$ cat config.mk
export PLATFORM = sky130hd
export DESIGN_NAME = ssm_top
export DESIGN_NICKNAME = d
export VERILOG_FILES = /design/src/common/ssm_pkg.sv /design/src/hdl/ssm_debounce.sv /design/src/hdl/ssm_out_route.sv /design/src/hdl/ssm_top.sv
export VERILOG_INCLUDE_DIRS = /design/src /design/src/common
export SDC_FILE = /design/constraint.sdc
export NUM_CORES = 1
export LEC_CHECK = 0
export ABC_AREA = 1
export BUFFER_PORTS_ARGS = -buffer_cell sky130_fd_sc_hd__buf_2
export CAP_MARGIN = 20
export CORE_MARGIN = 4
export CORE_UTILIZATION = 55
export CTS_CLUSTER_SIZE = 12
export DETAILED_ROUTE_END_ITERATION = 6
export GPL_ROUTABILITY_DRIVEN = 0
export GPL_TIMING_DRIVEN = 0
export PLACE_DENSITY = 0.87
export SETUP_SLACK_MARGIN = 0.3
export SLEW_MARGIN = 25
export SYNTH_ARGS = -nofsm -noshare
export SYNTH_HDL_FRONTEND = slang
export SYNTH_SLANG_ARGS = --single-unit
$ cat constraint.sdc
create_clock -name clk_in -period 1.78 [get_ports clk_in]
set_input_delay 0 -clock clk_in [delete_from_list [all_inputs] [get_ports clk_in]]
set_output_delay 0 -clock clk_in [all_outputs]
set_load 0.02 [all_outputs]
$ cat src/common/ssm_params.svh
// Constants of the safety stop monitor: offsets, codes, fields, timing.
// Notes on behaviour
// - Any open channel stops; both shorted releases
// - Stop status on when shut off, healthy
// - Stop status off when driving or faulted
// - Health output follows absence of any fault
// - Codes 80/180 route stop status, polarity
// - Codes 81/181 route health signal, polarity
// - Run pin: running by default, 81 health
// - Run pin health drops within two cycles of fault
// - Fault shows circuit or processor fault code
// - Both open, no fault: dual-open notice
`ifndef SSM_PARAMS_SVH
`define SSM_PARAMS_SVH
`define SSM_ADDR_W          8
`define SSM_DATA_W          32
`define SSM_PRM_W           8
`define SSM_OFS_RUN_ASSIGN  8'h00
`define SSM_OFS_SEC_ASSIGN  8'h04
`define SSM_OFS_THD_ASSIGN  8'h08
`define SSM_OFS_STATUS      8'h0C
`define SSM_OFS_INT_STAT    8'h10
`define SSM_OFS_INT_MASK    8'h14
`define SSM_FN_RUNNING      8'h00
`define SSM_FN_STOP_POS     8'h50
`define SSM_FN_STOP_NEG     8'hB4
`define SSM_FN_HEALTH_POS   8'h51
`define SSM_FN_HEALTH_NEG   8'hB5
`define SSM_RST_RUN_ASSIGN  8'h00
`define SSM_RST_SEC_ASSIGN  8'h00
`define SSM_RST_THD_ASSIGN  8'h00
`define SSM_INT_W           4
`define SSM_INT_STOP        0
`define SSM_INT_DRIVE       1
`define SSM_INT_FAULT       2
`define SSM_INT_MISMATCH    3
`define SSM_RST_INT_MASK    4'h0
`define SSM_CLK_MHZ         125
`define SSM_DEBOUNCE_US     1000
`define SSM_DEBOUNCE_CYC    (`SSM_DEBOUNCE_US * `SSM_CLK_MHZ)
`endif

$ cat src/common/ssm_pkg.sv
// Types shared by the safety stop monitor files.
package ssm_pkg;
  // Safety state of the drive stage
  typedef enum logic [1:0] {
    SSM_ST_STOP  = 2'b00,  // Safe stop, output shut off
    SSM_ST_RUN   = 2'b01,  // Drive enabled
    SSM_ST_FAULT = 2'b10   // Shut off by circuit, processor or channel fault
  } ssm_state_t;
  // Operator display code
  typedef enum logic [1:0] {
    SSM_DISP_NONE   = 2'b00,  // Nothing to report
    SSM_DISP_DUAL   = 2'b01,  // Dual-open notice
    SSM_DISP_CIRC   = 2'b10,  // Safety circuit fault code
    SSM_DISP_CPU    = 2'b11   // Processor fault code
  } ssm_disp_t;
  // Status bundle as read by software
  typedef struct packed {
    ssm_disp_t  disp;        // Display code
    ssm_state_t state;       // Safety state
    logic       health;      // Health flag
    logic       stop;        // Stop-monitor status
    logic       drive;       // Drive enable
    logic       chan_a;      // Debounced channel A shorted
    logic       chan_b;      // Debounced channel B shorted
    logic       circ_fault;  // Latched circuit fault
    logic       cpu_fault;   // Latched processor fault
  } ssm_status_t;
endpackage : ssm_pkg

$ cat src/hdl/ssm_debounce.sv
// Two-stage synchroniser and stability filter for one channel pin.
`timescale 1ns/100ps
`default_nettype none
module ssm_debounce #(
  parameter int CYCLES = 125000  // Cycles a level must hold
) (
  input  wire logic clk_in,     // System clock
  input  wire logic rst_in,     // Synchronous reset
  input  wire logic ce_in,      // Clock enable
  input  wire logic pin_in,     // Raw pin, other domain
  output logic      stable_out  // Filtered level
);
  localparam int CW = $clog2(CYCLES + 1);
  if (CYCLES < 1) begin : g_bad_cycles
    $error("ssm_debounce: CYCLES must be at least one");
  end
  logic          meta_ff;   // First stage, read only by sync_ff
  logic          sync_ff;   // Second stage
  logic [CW-1:0] cnt_ff;    // Cycles the new level has held
  logic          stable_ff; // Filtered output
  wire           differ = sync_ff != stable_ff;  // New level seen
  wire           done   = cnt_ff == CW'(CYCLES - 1);
  // Reset to open: a stop until proven shorted
  always_ff @(posedge clk_in) begin
    if (rst_in) begin
      meta_ff   <= 1'b0;
      sync_ff   <= 1'b0;
      cnt_ff    <= '0;
      stable_ff <= 1'b0;
    end else if (ce_in) begin
      meta_ff   <= pin_in;
      sync_ff   <= meta_ff;
      cnt_ff    <= (differ && !done) ? cnt_ff + CW'(1) : '0;
      stable_ff <= (differ && done) ? sync_ff : stable_ff;
    end
  end
  assign stable_out = stable_ff;
endmodule : ssm_debounce
`default_nettype wire

$ cat src/hdl/ssm_out_route.sv
// One assignable output terminal: function select and polarity.
`timescale 1ns/100ps
`default_nettype none
module ssm_out_route (
  input  wire logic       clk_in,     // System clock
  input  wire logic       rst_in,     // Synchronous reset
  input  wire logic       ce_in,      // Clock enable
  input  wire logic [7:0] prm_in,     // Assignment code
  input  wire logic       stop_in,    // Stop-monitor status
  input  wire logic       health_in,  // Health flag
  input  wire logic       run_in,     // Running indication
  output logic            pin_out     // Terminal level, 1 = on
);
  `include "ssm_params.svh"
  logic pin_ff;  // Registered terminal level
  // Selection of function; unknown codes leave the terminal off
  wire sel_stop_p = prm_in == `SSM_FN_STOP_POS;
  wire sel_stop_n = prm_in == `SSM_FN_STOP_NEG;
  wire sel_hlt_p  = prm_in == `SSM_FN_HEALTH_POS;
  wire sel_hlt_n  = prm_in == `SSM_FN_HEALTH_NEG;
  wire sel_run    = prm_in == `SSM_FN_RUNNING;
  wire nxt_pin    = (sel_stop_p & stop_in) | (sel_stop_n & ~stop_in) |
                    (sel_hlt_p & health_in) | (sel_hlt_n & ~health_in) |
                    (sel_run & run_in);
  // Terminal is off during reset
  always_ff @(posedge clk_in) begin
    if (rst_in) begin
      pin_ff <= 1'b0;
    end else if (ce_in) begin
      pin_ff <= nxt_pin;
    end
  end
  assign pin_out = pin_ff;
endmodule : ssm_out_route

$ cat src/hdl/ssm_top.sv
// Safety stop monitor: channel evaluation, status outputs, registers.
`timescale 1ns/100ps
`default_nettype none
`include "ssm_params.svh"
module ssm_top #(
  // Debounce length; shorten for simulation
  parameter int DEBOUNCE_CYCLES = `SSM_DEBOUNCE_CYC
) (
  input  wire logic                   clk_in,              // 125 MHz clock
  input  wire logic                   rst_in,              // Sync reset, high
  input  wire logic                   ce_in,               // Clock enable
  input  wire logic                   channel_a_input,     // Pin, 1 = shorted
  input  wire logic                   channel_b_input,     // Pin, 1 = shorted
  input  wire logic                   circ_fault_in,       // Circuit fault pulse
  input  wire logic                   cpu_fault_in,        // Processor fault
  input  wire logic                   running_in,          // Drive running
  input  wire logic [`SSM_ADDR_W-1:0] addr_in,             // Register address
  input  wire logic [`SSM_DATA_W-1:0] wr_data_in,          // Write data
  input  wire logic                   wr_in,               // Write strobe
  input  wire logic                   rd_in,               // Read strobe
  output logic      [`SSM_DATA_W-1:0] rd_data_out,         // Read data
  output logic                        drive_enable_out,    // Drive stage on
  output logic                        monitor_pin_out,     // Stop status pin
  output logic                        circuit_health_flag, // Health level
  output logic                        run_pin_out,         // Run terminal
  output logic                        second_pin_out,      // Second terminal
  output logic                        third_pin_out,       // Third terminal
  output ssm_pkg::ssm_disp_t          display_code_out,    // Display code
  output logic                        irq_out              // Level interrupt
);

  // Elaboration check of the debounce length
  if (DEBOUNCE_CYCLES < 1) begin : g_bad_debounce
    $error("ssm_top: DEBOUNCE_CYCLES must be at least one");
  end

  // Debounced channel levels
  logic a_stb;  // Channel A stably shorted
  logic b_stb;  // Channel B stably shorted

  // Register file
  logic [`SSM_PRM_W-1:0] run_assign_ff;  // Run terminal function
  logic [`SSM_PRM_W-1:0] sec_assign_ff;  // Second terminal function
  logic [`SSM_PRM_W-1:0] thd_assign_ff;  // Third terminal function
  logic [`SSM_INT_W-1:0] int_stat_ff;    // Sticky event bits
  logic [`SSM_INT_W-1:0] int_mask_ff;    // Event enables
  logic [`SSM_DATA_W-1:0] rd_data_ff;    // Read answer

  // Safety core state
  ssm_pkg::ssm_state_t state_ff;      // Current safety state
  ssm_pkg::ssm_state_t nxt_state;     // Next safety state
  ssm_pkg::ssm_disp_t  disp_ff;       // Registered display code
  ssm_pkg::ssm_disp_t  nxt_disp;      // Next display code
  logic                circ_flt_ff;   // Latched circuit fault
  logic                cpu_flt_ff;    // Latched processor fault
  logic                drive_ff;      // Registered drive enable
  logic                stop_ff;       // Registered stop status
  logic                health_ff;     // Registered health flag
  ssm_pkg::ssm_status_t status;       // Status bundle for reads

  ssm_debounce #(
    .CYCLES     (DEBOUNCE_CYCLES)
  ) u_deb_a (
    .clk_in     (clk_in),
    .rst_in     (rst_in),
    .ce_in      (ce_in),
    .pin_in     (channel_a_input),
    .stable_out (a_stb)
  );

  ssm_debounce #(
    .CYCLES     (DEBOUNCE_CYCLES)
  ) u_deb_b (
    .clk_in     (clk_in),
    .rst_in     (rst_in),
    .ce_in      (ce_in),
    .pin_in     (channel_b_input),
    .stable_out (b_stb)
  );

  // Channel decode
  wire both_short = a_stb & b_stb;    // Release condition
  wire both_open  = ~a_stb & ~b_stb;  // Dual-open condition
  // One channel open alone is treated as a circuit discrepancy
  wire mismatch   = a_stb ^ b_stb;

  // Fault inputs act at once, and latch so a restart stays blocked
  wire circ_now  = circ_fault_in | circ_flt_ff;  // Circuit fault present
  wire cpu_now   = cpu_fault_in | cpu_flt_ff;    // Processor fault present
  wire fault_any = circ_now | cpu_now | mismatch;

  // Safety state machine
  always_comb begin
    nxt_state = state_ff;
    case (state_ff)
      // leave stop for run only when both shorted, for fault on any fault
      ssm_pkg::SSM_ST_STOP: begin
        if (fault_any) begin
          nxt_state = ssm_pkg::SSM_ST_FAULT;
        end else if (both_short) begin
          nxt_state = ssm_pkg::SSM_ST_RUN;
        end
      end
      ssm_pkg::SSM_ST_RUN: begin
        if (fault_any) begin
          nxt_state = ssm_pkg::SSM_ST_FAULT;
        end else if (!both_short) begin
          nxt_state = ssm_pkg::SSM_ST_STOP;
        end
      end
      // Latched faults hold here until reset
      ssm_pkg::SSM_ST_FAULT: begin
        if (!fault_any) begin
          nxt_state = ssm_pkg::SSM_ST_STOP;
        end
      end
      default: begin
        nxt_state = ssm_pkg::SSM_ST_FAULT;
      end
    endcase
  end

  // enable only on stable short, no fault
  wire nxt_drive  = both_short & ~fault_any;
  // stop status: shut off and healthy
  wire nxt_stop   = both_open & ~fault_any;
  wire nxt_health = ~fault_any;

  // Display selection; processor fault outranks circuit fault
  always_comb begin
    if (cpu_now) begin
      nxt_disp = ssm_pkg::SSM_DISP_CPU;
    end else if (circ_now | mismatch) begin
      nxt_disp = ssm_pkg::SSM_DISP_CIRC;
    end else if (both_open) begin
      nxt_disp = ssm_pkg::SSM_DISP_DUAL;
    end else begin
      nxt_disp = ssm_pkg::SSM_DISP_NONE;
    end
  end

  // Core registers; reset lands in safe stop with health unproven
  always_ff @(posedge clk_in) begin
    if (rst_in) begin
      state_ff    <= ssm_pkg::SSM_ST_STOP;
      disp_ff     <= ssm_pkg::SSM_DISP_NONE;
      circ_flt_ff <= 1'b0;
      cpu_flt_ff  <= 1'b0;
      drive_ff    <= 1'b0;
      stop_ff     <= 1'b0;
      health_ff   <= 1'b0;
    end else if (ce_in) begin
      state_ff    <= nxt_state;
      disp_ff     <= nxt_disp;
      circ_flt_ff <= circ_now;
      cpu_flt_ff  <= cpu_now;
      drive_ff    <= nxt_drive;
      stop_ff     <= nxt_stop;
      health_ff   <= nxt_health;
    end
  end

  // with code 81 assigned, health drops the terminal on fault
  ssm_out_route u_route_run (
    .clk_in    (clk_in),
    .rst_in    (rst_in),
    .ce_in     (ce_in),
    .prm_in    (run_assign_ff),
    .stop_in   (stop_ff),
    .health_in (health_ff),
    .run_in    (running_in),
    .pin_out   (run_pin_out)
  );

  ssm_out_route u_route_sec (
    .clk_in    (clk_in),
    .rst_in    (rst_in),
    .ce_in     (ce_in),
    .prm_in    (sec_assign_ff),
    .stop_in   (stop_ff),
    .health_in (health_ff),
    .run_in    (running_in),
    .pin_out   (second_pin_out)
  );

  ssm_out_route u_route_thd (
    .clk_in    (clk_in),
    .rst_in    (rst_in),
    .ce_in     (ce_in),
    .prm_in    (thd_assign_ff),
    .stop_in   (stop_ff),
    .health_in (health_ff),
    .run_in    (running_in),
    .pin_out   (third_pin_out)
  );

  // Events from state changes and channel mismatch, one cycle each
  wire to_stop  = ce_in && nxt_state == ssm_pkg::SSM_ST_STOP
                  && state_ff != ssm_pkg::SSM_ST_STOP;
  wire to_drive = ce_in && nxt_state == ssm_pkg::SSM_ST_RUN
                  && state_ff != ssm_pkg::SSM_ST_RUN;
  wire to_fault = ce_in && nxt_state == ssm_pkg::SSM_ST_FAULT
                  && state_ff != ssm_pkg::SSM_ST_FAULT;
  wire to_mism  = ce_in && mismatch && !(state_ff == ssm_pkg::SSM_ST_FAULT);
  wire [`SSM_INT_W-1:0] ev_set;
  assign ev_set[`SSM_INT_STOP]     = to_stop;
  assign ev_set[`SSM_INT_DRIVE]    = to_drive;
  assign ev_set[`SSM_INT_FAULT]    = to_fault;
  assign ev_set[`SSM_INT_MISMATCH] = to_mism;

  // Address decode
  wire hit_run  = addr_in == `SSM_OFS_RUN_ASSIGN;
  wire hit_sec  = addr_in == `SSM_OFS_SEC_ASSIGN;
  wire hit_thd  = addr_in == `SSM_OFS_THD_ASSIGN;
  wire hit_stat = addr_in == `SSM_OFS_STATUS;
  wire hit_ist  = addr_in == `SSM_OFS_INT_STAT;
  wire hit_imsk = addr_in == `SSM_OFS_INT_MASK;
  wire wr_ok    = wr_in & ce_in;  // Writes are frozen with the block
  wire [`SSM_INT_W-1:0] w1c = (wr_ok & hit_ist) ? wr_data_in[`SSM_INT_W-1:0]
                                                 : '0;

  // Status bundle for software
  assign status.disp       = disp_ff;
  assign status.state      = state_ff;
  assign status.health     = health_ff;
  assign status.stop       = stop_ff;
  assign status.drive      = drive_ff;
  assign status.chan_a     = a_stb;
  assign status.chan_b     = b_stb;
  assign status.circ_fault = circ_flt_ff;
  assign status.cpu_fault  = cpu_flt_ff;

  // Read mux; unmapped addresses answer zero
  wire [`SSM_DATA_W-1:0] rd_mux =
    hit_run  ? {24'h000000, run_assign_ff} :
    hit_sec  ? {24'h000000, sec_assign_ff} :
    hit_thd  ? {24'h000000, thd_assign_ff} :
    hit_stat ? {21'h000000, status} :
    hit_ist  ? {28'h0000000, int_stat_ff} :
    hit_imsk ? {28'h0000000, int_mask_ff} :
               32'h00000000;

  // Software registers; a set in the clearing cycle wins
  always_ff @(posedge clk_in) begin
    if (rst_in) begin
      run_assign_ff <= `SSM_RST_RUN_ASSIGN;
      sec_assign_ff <= `SSM_RST_SEC_ASSIGN;
      thd_assign_ff <= `SSM_RST_THD_ASSIGN;
      int_stat_ff   <= '0;
      int_mask_ff   <= `SSM_RST_INT_MASK;
    end else begin
      if (wr_ok && hit_run) begin
        run_assign_ff <= wr_data_in[`SSM_PRM_W-1:0];
      end
      if (wr_ok && hit_sec) begin
        sec_assign_ff <= wr_data_in[`SSM_PRM_W-1:0];
      end
      if (wr_ok && hit_thd) begin
        thd_assign_ff <= wr_data_in[`SSM_PRM_W-1:0];
      end
      if (wr_ok && hit_imsk) begin
        int_mask_ff <= wr_data_in[`SSM_INT_W-1:0];
      end
      int_stat_ff <= (int_stat_ff & ~w1c) | ev_set;
    end
  end

  // Read data stand only in the cycle after the strobe
  always_ff @(posedge clk_in) begin
    if (rst_in) begin
      rd_data_ff <= '0;
    end else if (ce_in) begin
      rd_data_ff <= rd_in ? rd_mux : '0;
    end
  end

  // Output drive
  assign rd_data_out         = rd_data_ff;
  assign drive_enable_out    = drive_ff;
  assign monitor_pin_out     = stop_ff;
  assign circuit_health_flag = health_ff;
  assign display_code_out    = disp_ff;
  assign irq_out             = |(int_stat_ff & int_mask_ff);
endmodule : ssm_top
`default_nettype wire
==> qor.csv <==
metric,value,unit
seq_area,1930,um^2
htreeDepth,3,
tightest_slew,0.626,ns
yosys-top-cells-area,"dfxtp_1 40%, nor2_1 7.8%, nand2_1 7.2%",
path_cells,ha_4 > nand4_1 > nor2_1 > nand2_1 > nand2_2 > nand2_2 > nand2_4 > clkbuf_16 > nor2_1,
layout_commonest_cell,nor2_1,
peakVddDrop,0.443,mV
start_util,57.4,%
drive_gt1_share,24.3,%
synthesis.area,4810,um^2
slew_violations,0,
drcViolationCount,0,
end_kind,register,
slowest_stage,dfxtp_4,
grt_pass1_wl,21000,um
die_area,10300,um^2
worst-path-buf-inv,1,
grtUsageTotal,25.4,%
final_cell_mix,"88 x nor2_1, 81 x nand2_1, 80 x dfxtp_1",
p_int,0.00314,W
drt-wirelength-per-cell,16.0,um
seqPwrFrac,52.1,%
clkPwrFrac,37.1,%
startpoint_type,register,
yosysTopAreaCellShare,39.5,%
ys.warnings.count,0,
clk_path_buf_depth,2,
power_density,698,nW/um^2
power_leakage,2.50,nW
core-area,8380,um^2
path_delay_family,simple AND/OR/NAND/NOR gates,
timing.final.crit_share,86.3,%
slowest_delay,0.38,ns
cp-startpoint,u_deb_b.cnt_ff[0],
total_power,0.00418,W
hp-class,in -> reg,
finalCriticalPeriod,1.54,ns
slew_headroom,58.3,%
critical_path_class,reg -> reg,
die_y,102,um
setup_violations,0,
p_sw,0.00104,W
cp_max_fo,7,
grt-ovfl-total,0,
yosysSeqAreaShare,39.5,%
cts_tree,done,
multi_input_area,2610,um^2
synth.avg_cell_area,7.15,um^2
r2r_cells,9,
numClockSinks,95,
status,"complete, no violations",
cp.depth,9,
yosysTopAreaCell,dfxtp_1,
syn2layout_area_growth,24.6,%
dp.cells,842,
die-width,102,um
ys_seq_elements,95,
port_buffers,44,
finalNonFillerCells,886,
io-pin-count,91,
ys_types,42,
nets,831,
antenna_found_initial,0,
synth_cells,673,
required,2.02,ns
vias_per_cell,5.77,
cts_root_buf,clkbuf_8,
reg2reg_from,u_deb_b.cnt_ff[0],
ant_nets,0,
firstDrtPassIters,6,
num_rows,33,
max_freq,0.651,GHz
grt_pass1_vias,4493,
rsz0062_at_grt,yes,
sw_frac_of_total,25.0,%
wl,14200,um
grt_max_degree,15,
drv_cap,0,
clkTransAtPathRegs,0.10,ns
combPwrFrac,10.8,%
route.vias.total,5111,
r2r-end,u_deb_b.cnt_ff[2],
clock_skew,0.0200,ns
drt_iter0_drc,652,
antenna_cells,0,
dp_hpwl,9260,um
rrSetupSlack,0.24,ns
cts_made_buffers,9,
cp-endpoint,u_deb_b.cnt_ff[2],
clock_latency,0.36,ns
fillerInstances,596,
cp.arrival,1.78,ns
hold_viol,0,
tightest hold or removal path, delay by kind of cell:
kind            cells  cell delay (ns)
compound gates      2             0.21
buf+inv             1             0.13
Yosys cell counts:
| cell type | n |
|---|---|
| a211oi_2 | 2 |
| nand2_1 | 92 |
| buf_6 | 2 |
| or2_2 | 1 |
| nand2_2 | 2 |
| a211oi_1 | 9 |
| nand3_1 | 53 |
| ha_1 | 4 |
| conb_1 | 1 |
| nor3_4 | 1 |
| a41oi_1 | 1 |
| clkbuf_1 | 8 |
| nand2_4 | 4 |
| buf_4 | 24 |
| dfxtp_1 | 95 |
| o22ai_1 | 2 |
| o21a_1 | 1 |
| o21ai_1 | 2 |
| nor4_1 | 1 |
| a31oi_1 | 2 |
| and2_1 | 1 |
| nand3b_1 | 3 |
| nor3_1 | 10 |
| a22oi_1 | 1 |
| nand4_1 | 17 |
| nor3_2 | 2 |
| buf_2 | 6 |
| a21oi_1 | 57 |
| xor2_1 | 16 |
| nor2_1 | 100 |
| nor2_8 | 1 |
| o21ai_0 | 52 |
| nor2_2 | 4 |
| nor4_2 | 1 |
| buf_8 | 1 |
| inv_2 | 4 |
| o2111ai_1 | 2 |
| inv_1 | 79 |
| nor3b_1 | 4 |
| o21bai_1 | 1 |
| and3_1 | 1 |
| nor2_4 | 3 |
power groups by stage:
| stage | Combinational [W] | Clock [W] | Sequential (W) |
|---|---|---|---|
| final | 0.000450 | 0.00155 | 0.00218 |
| after global routing | 0.000479 | 0.00165 | 0.00218 |
| after CTS | 0.000400 | 0.00155 | 0.00218 |
| after detailed placement | 0.000359 | 0 | 0.00223 |
| after global placement | 0.000350 | 0 | 0.00223 |
| after floorplan | 0.000242 | 0 | 0.00223 |
routing by layer:
layer  routed length, um  vias up  track usage (%)
met5                   0        -                0
met4                 473        0             7.67
met3                1630       60             5.58
met2                6640      344             41.8
met1                5410     2340             33.6
li1                    -     2367                -
area by class of cell:
type / instances / share of cell area [%]
Timing Repair Buffer: 73 / 8.29
Sequential cell: 95 / 32.2
Buffer: 41 / 4.86
Multi-Input combinational cell: 474 / 43.6
Tap cell: 105 / 2.19
Clock buffer: 12 / 2.42
Inverter: 83 / 5.28
Clock inverter: 3 / 1.13
worst min-delay path by stage:
stage,from,to,slack [ns],depth (start not counted)
after CTS,wr_data_in[3],sec_assign_ff[3],0.003,3
after floorplan,channel_a_input,u_deb_a.meta_ff,0.13,2
after detailed placement,channel_a_input,u_deb_a.meta_ff,0.25,3
after global routing,wr_data_in[3],run_assign_ff[3],0.009,3
final,wr_data_in[3],run_assign_ff[3],0.03,3
after global placement,channel_a_input,u_deb_a.meta_ff,0.24,3
stage by stage:
step / cell area [um^2] / hold slack, ns / setup slack, ns / utilization, % / TNS (ns)
2_1_floorplan: 4890 / 0.135 / 0.308 / - / 0
3_3_place_gp: 5240 / 0.242 / 0.0451 / 62.5 / 0
3_5_place_dp: 5240 / 0.252 / -0.00302 / 62.5 / -0.00302
4_1_cts: 5740 / 0.00333 / 0.280 / 68.5 / 0
5_1_grt: 5990 / 0.00892 / 0.153 / 71.5 / 0
6_report: 5990 / 0.0307 / 0.243 / 71.5 / 0
state kept, by name, indices dropped and copies added (netlist names), 2 cells and up:
name and count:
rd_data_out 11, run_assign_ff 8, sec_assign_ff 8, thd_assign_ff 8, int_stat_ff 4, u_deb_a.cnt_ff 17, state_ff 2, int_mask_ff 4
display_code_out 2, u_deb_b.cnt_ff 17
cell families (layout without fill, tap and decap cells):
logic type | after synthesis | after routing | synth area share [%]
other | 1 | 21 | 0.0779
AOI/OAI and AO/OA | 132 | 132 | 15.0
adders and majority gates | 4 | 4 | 1.04
DFF | 95 | 95 | 39.5
buffers and inverters | 124 | 212 | 12.2
xor gates and xnor gates | 16 | 16 | 2.91
and+or+nand+nor | 301 | 301 | 29.2
what timing repair did:
item,4_1_cts,5_1_grt
resized for setup,28,55
buffers inserted,11,5
pin swaps,7,14
hold buffers,12,0
endpoints found under the setup margin,33,42
gates cloned,0,1
hold endpoints to repair,21,0
Power figures use the tool's default switching activity.
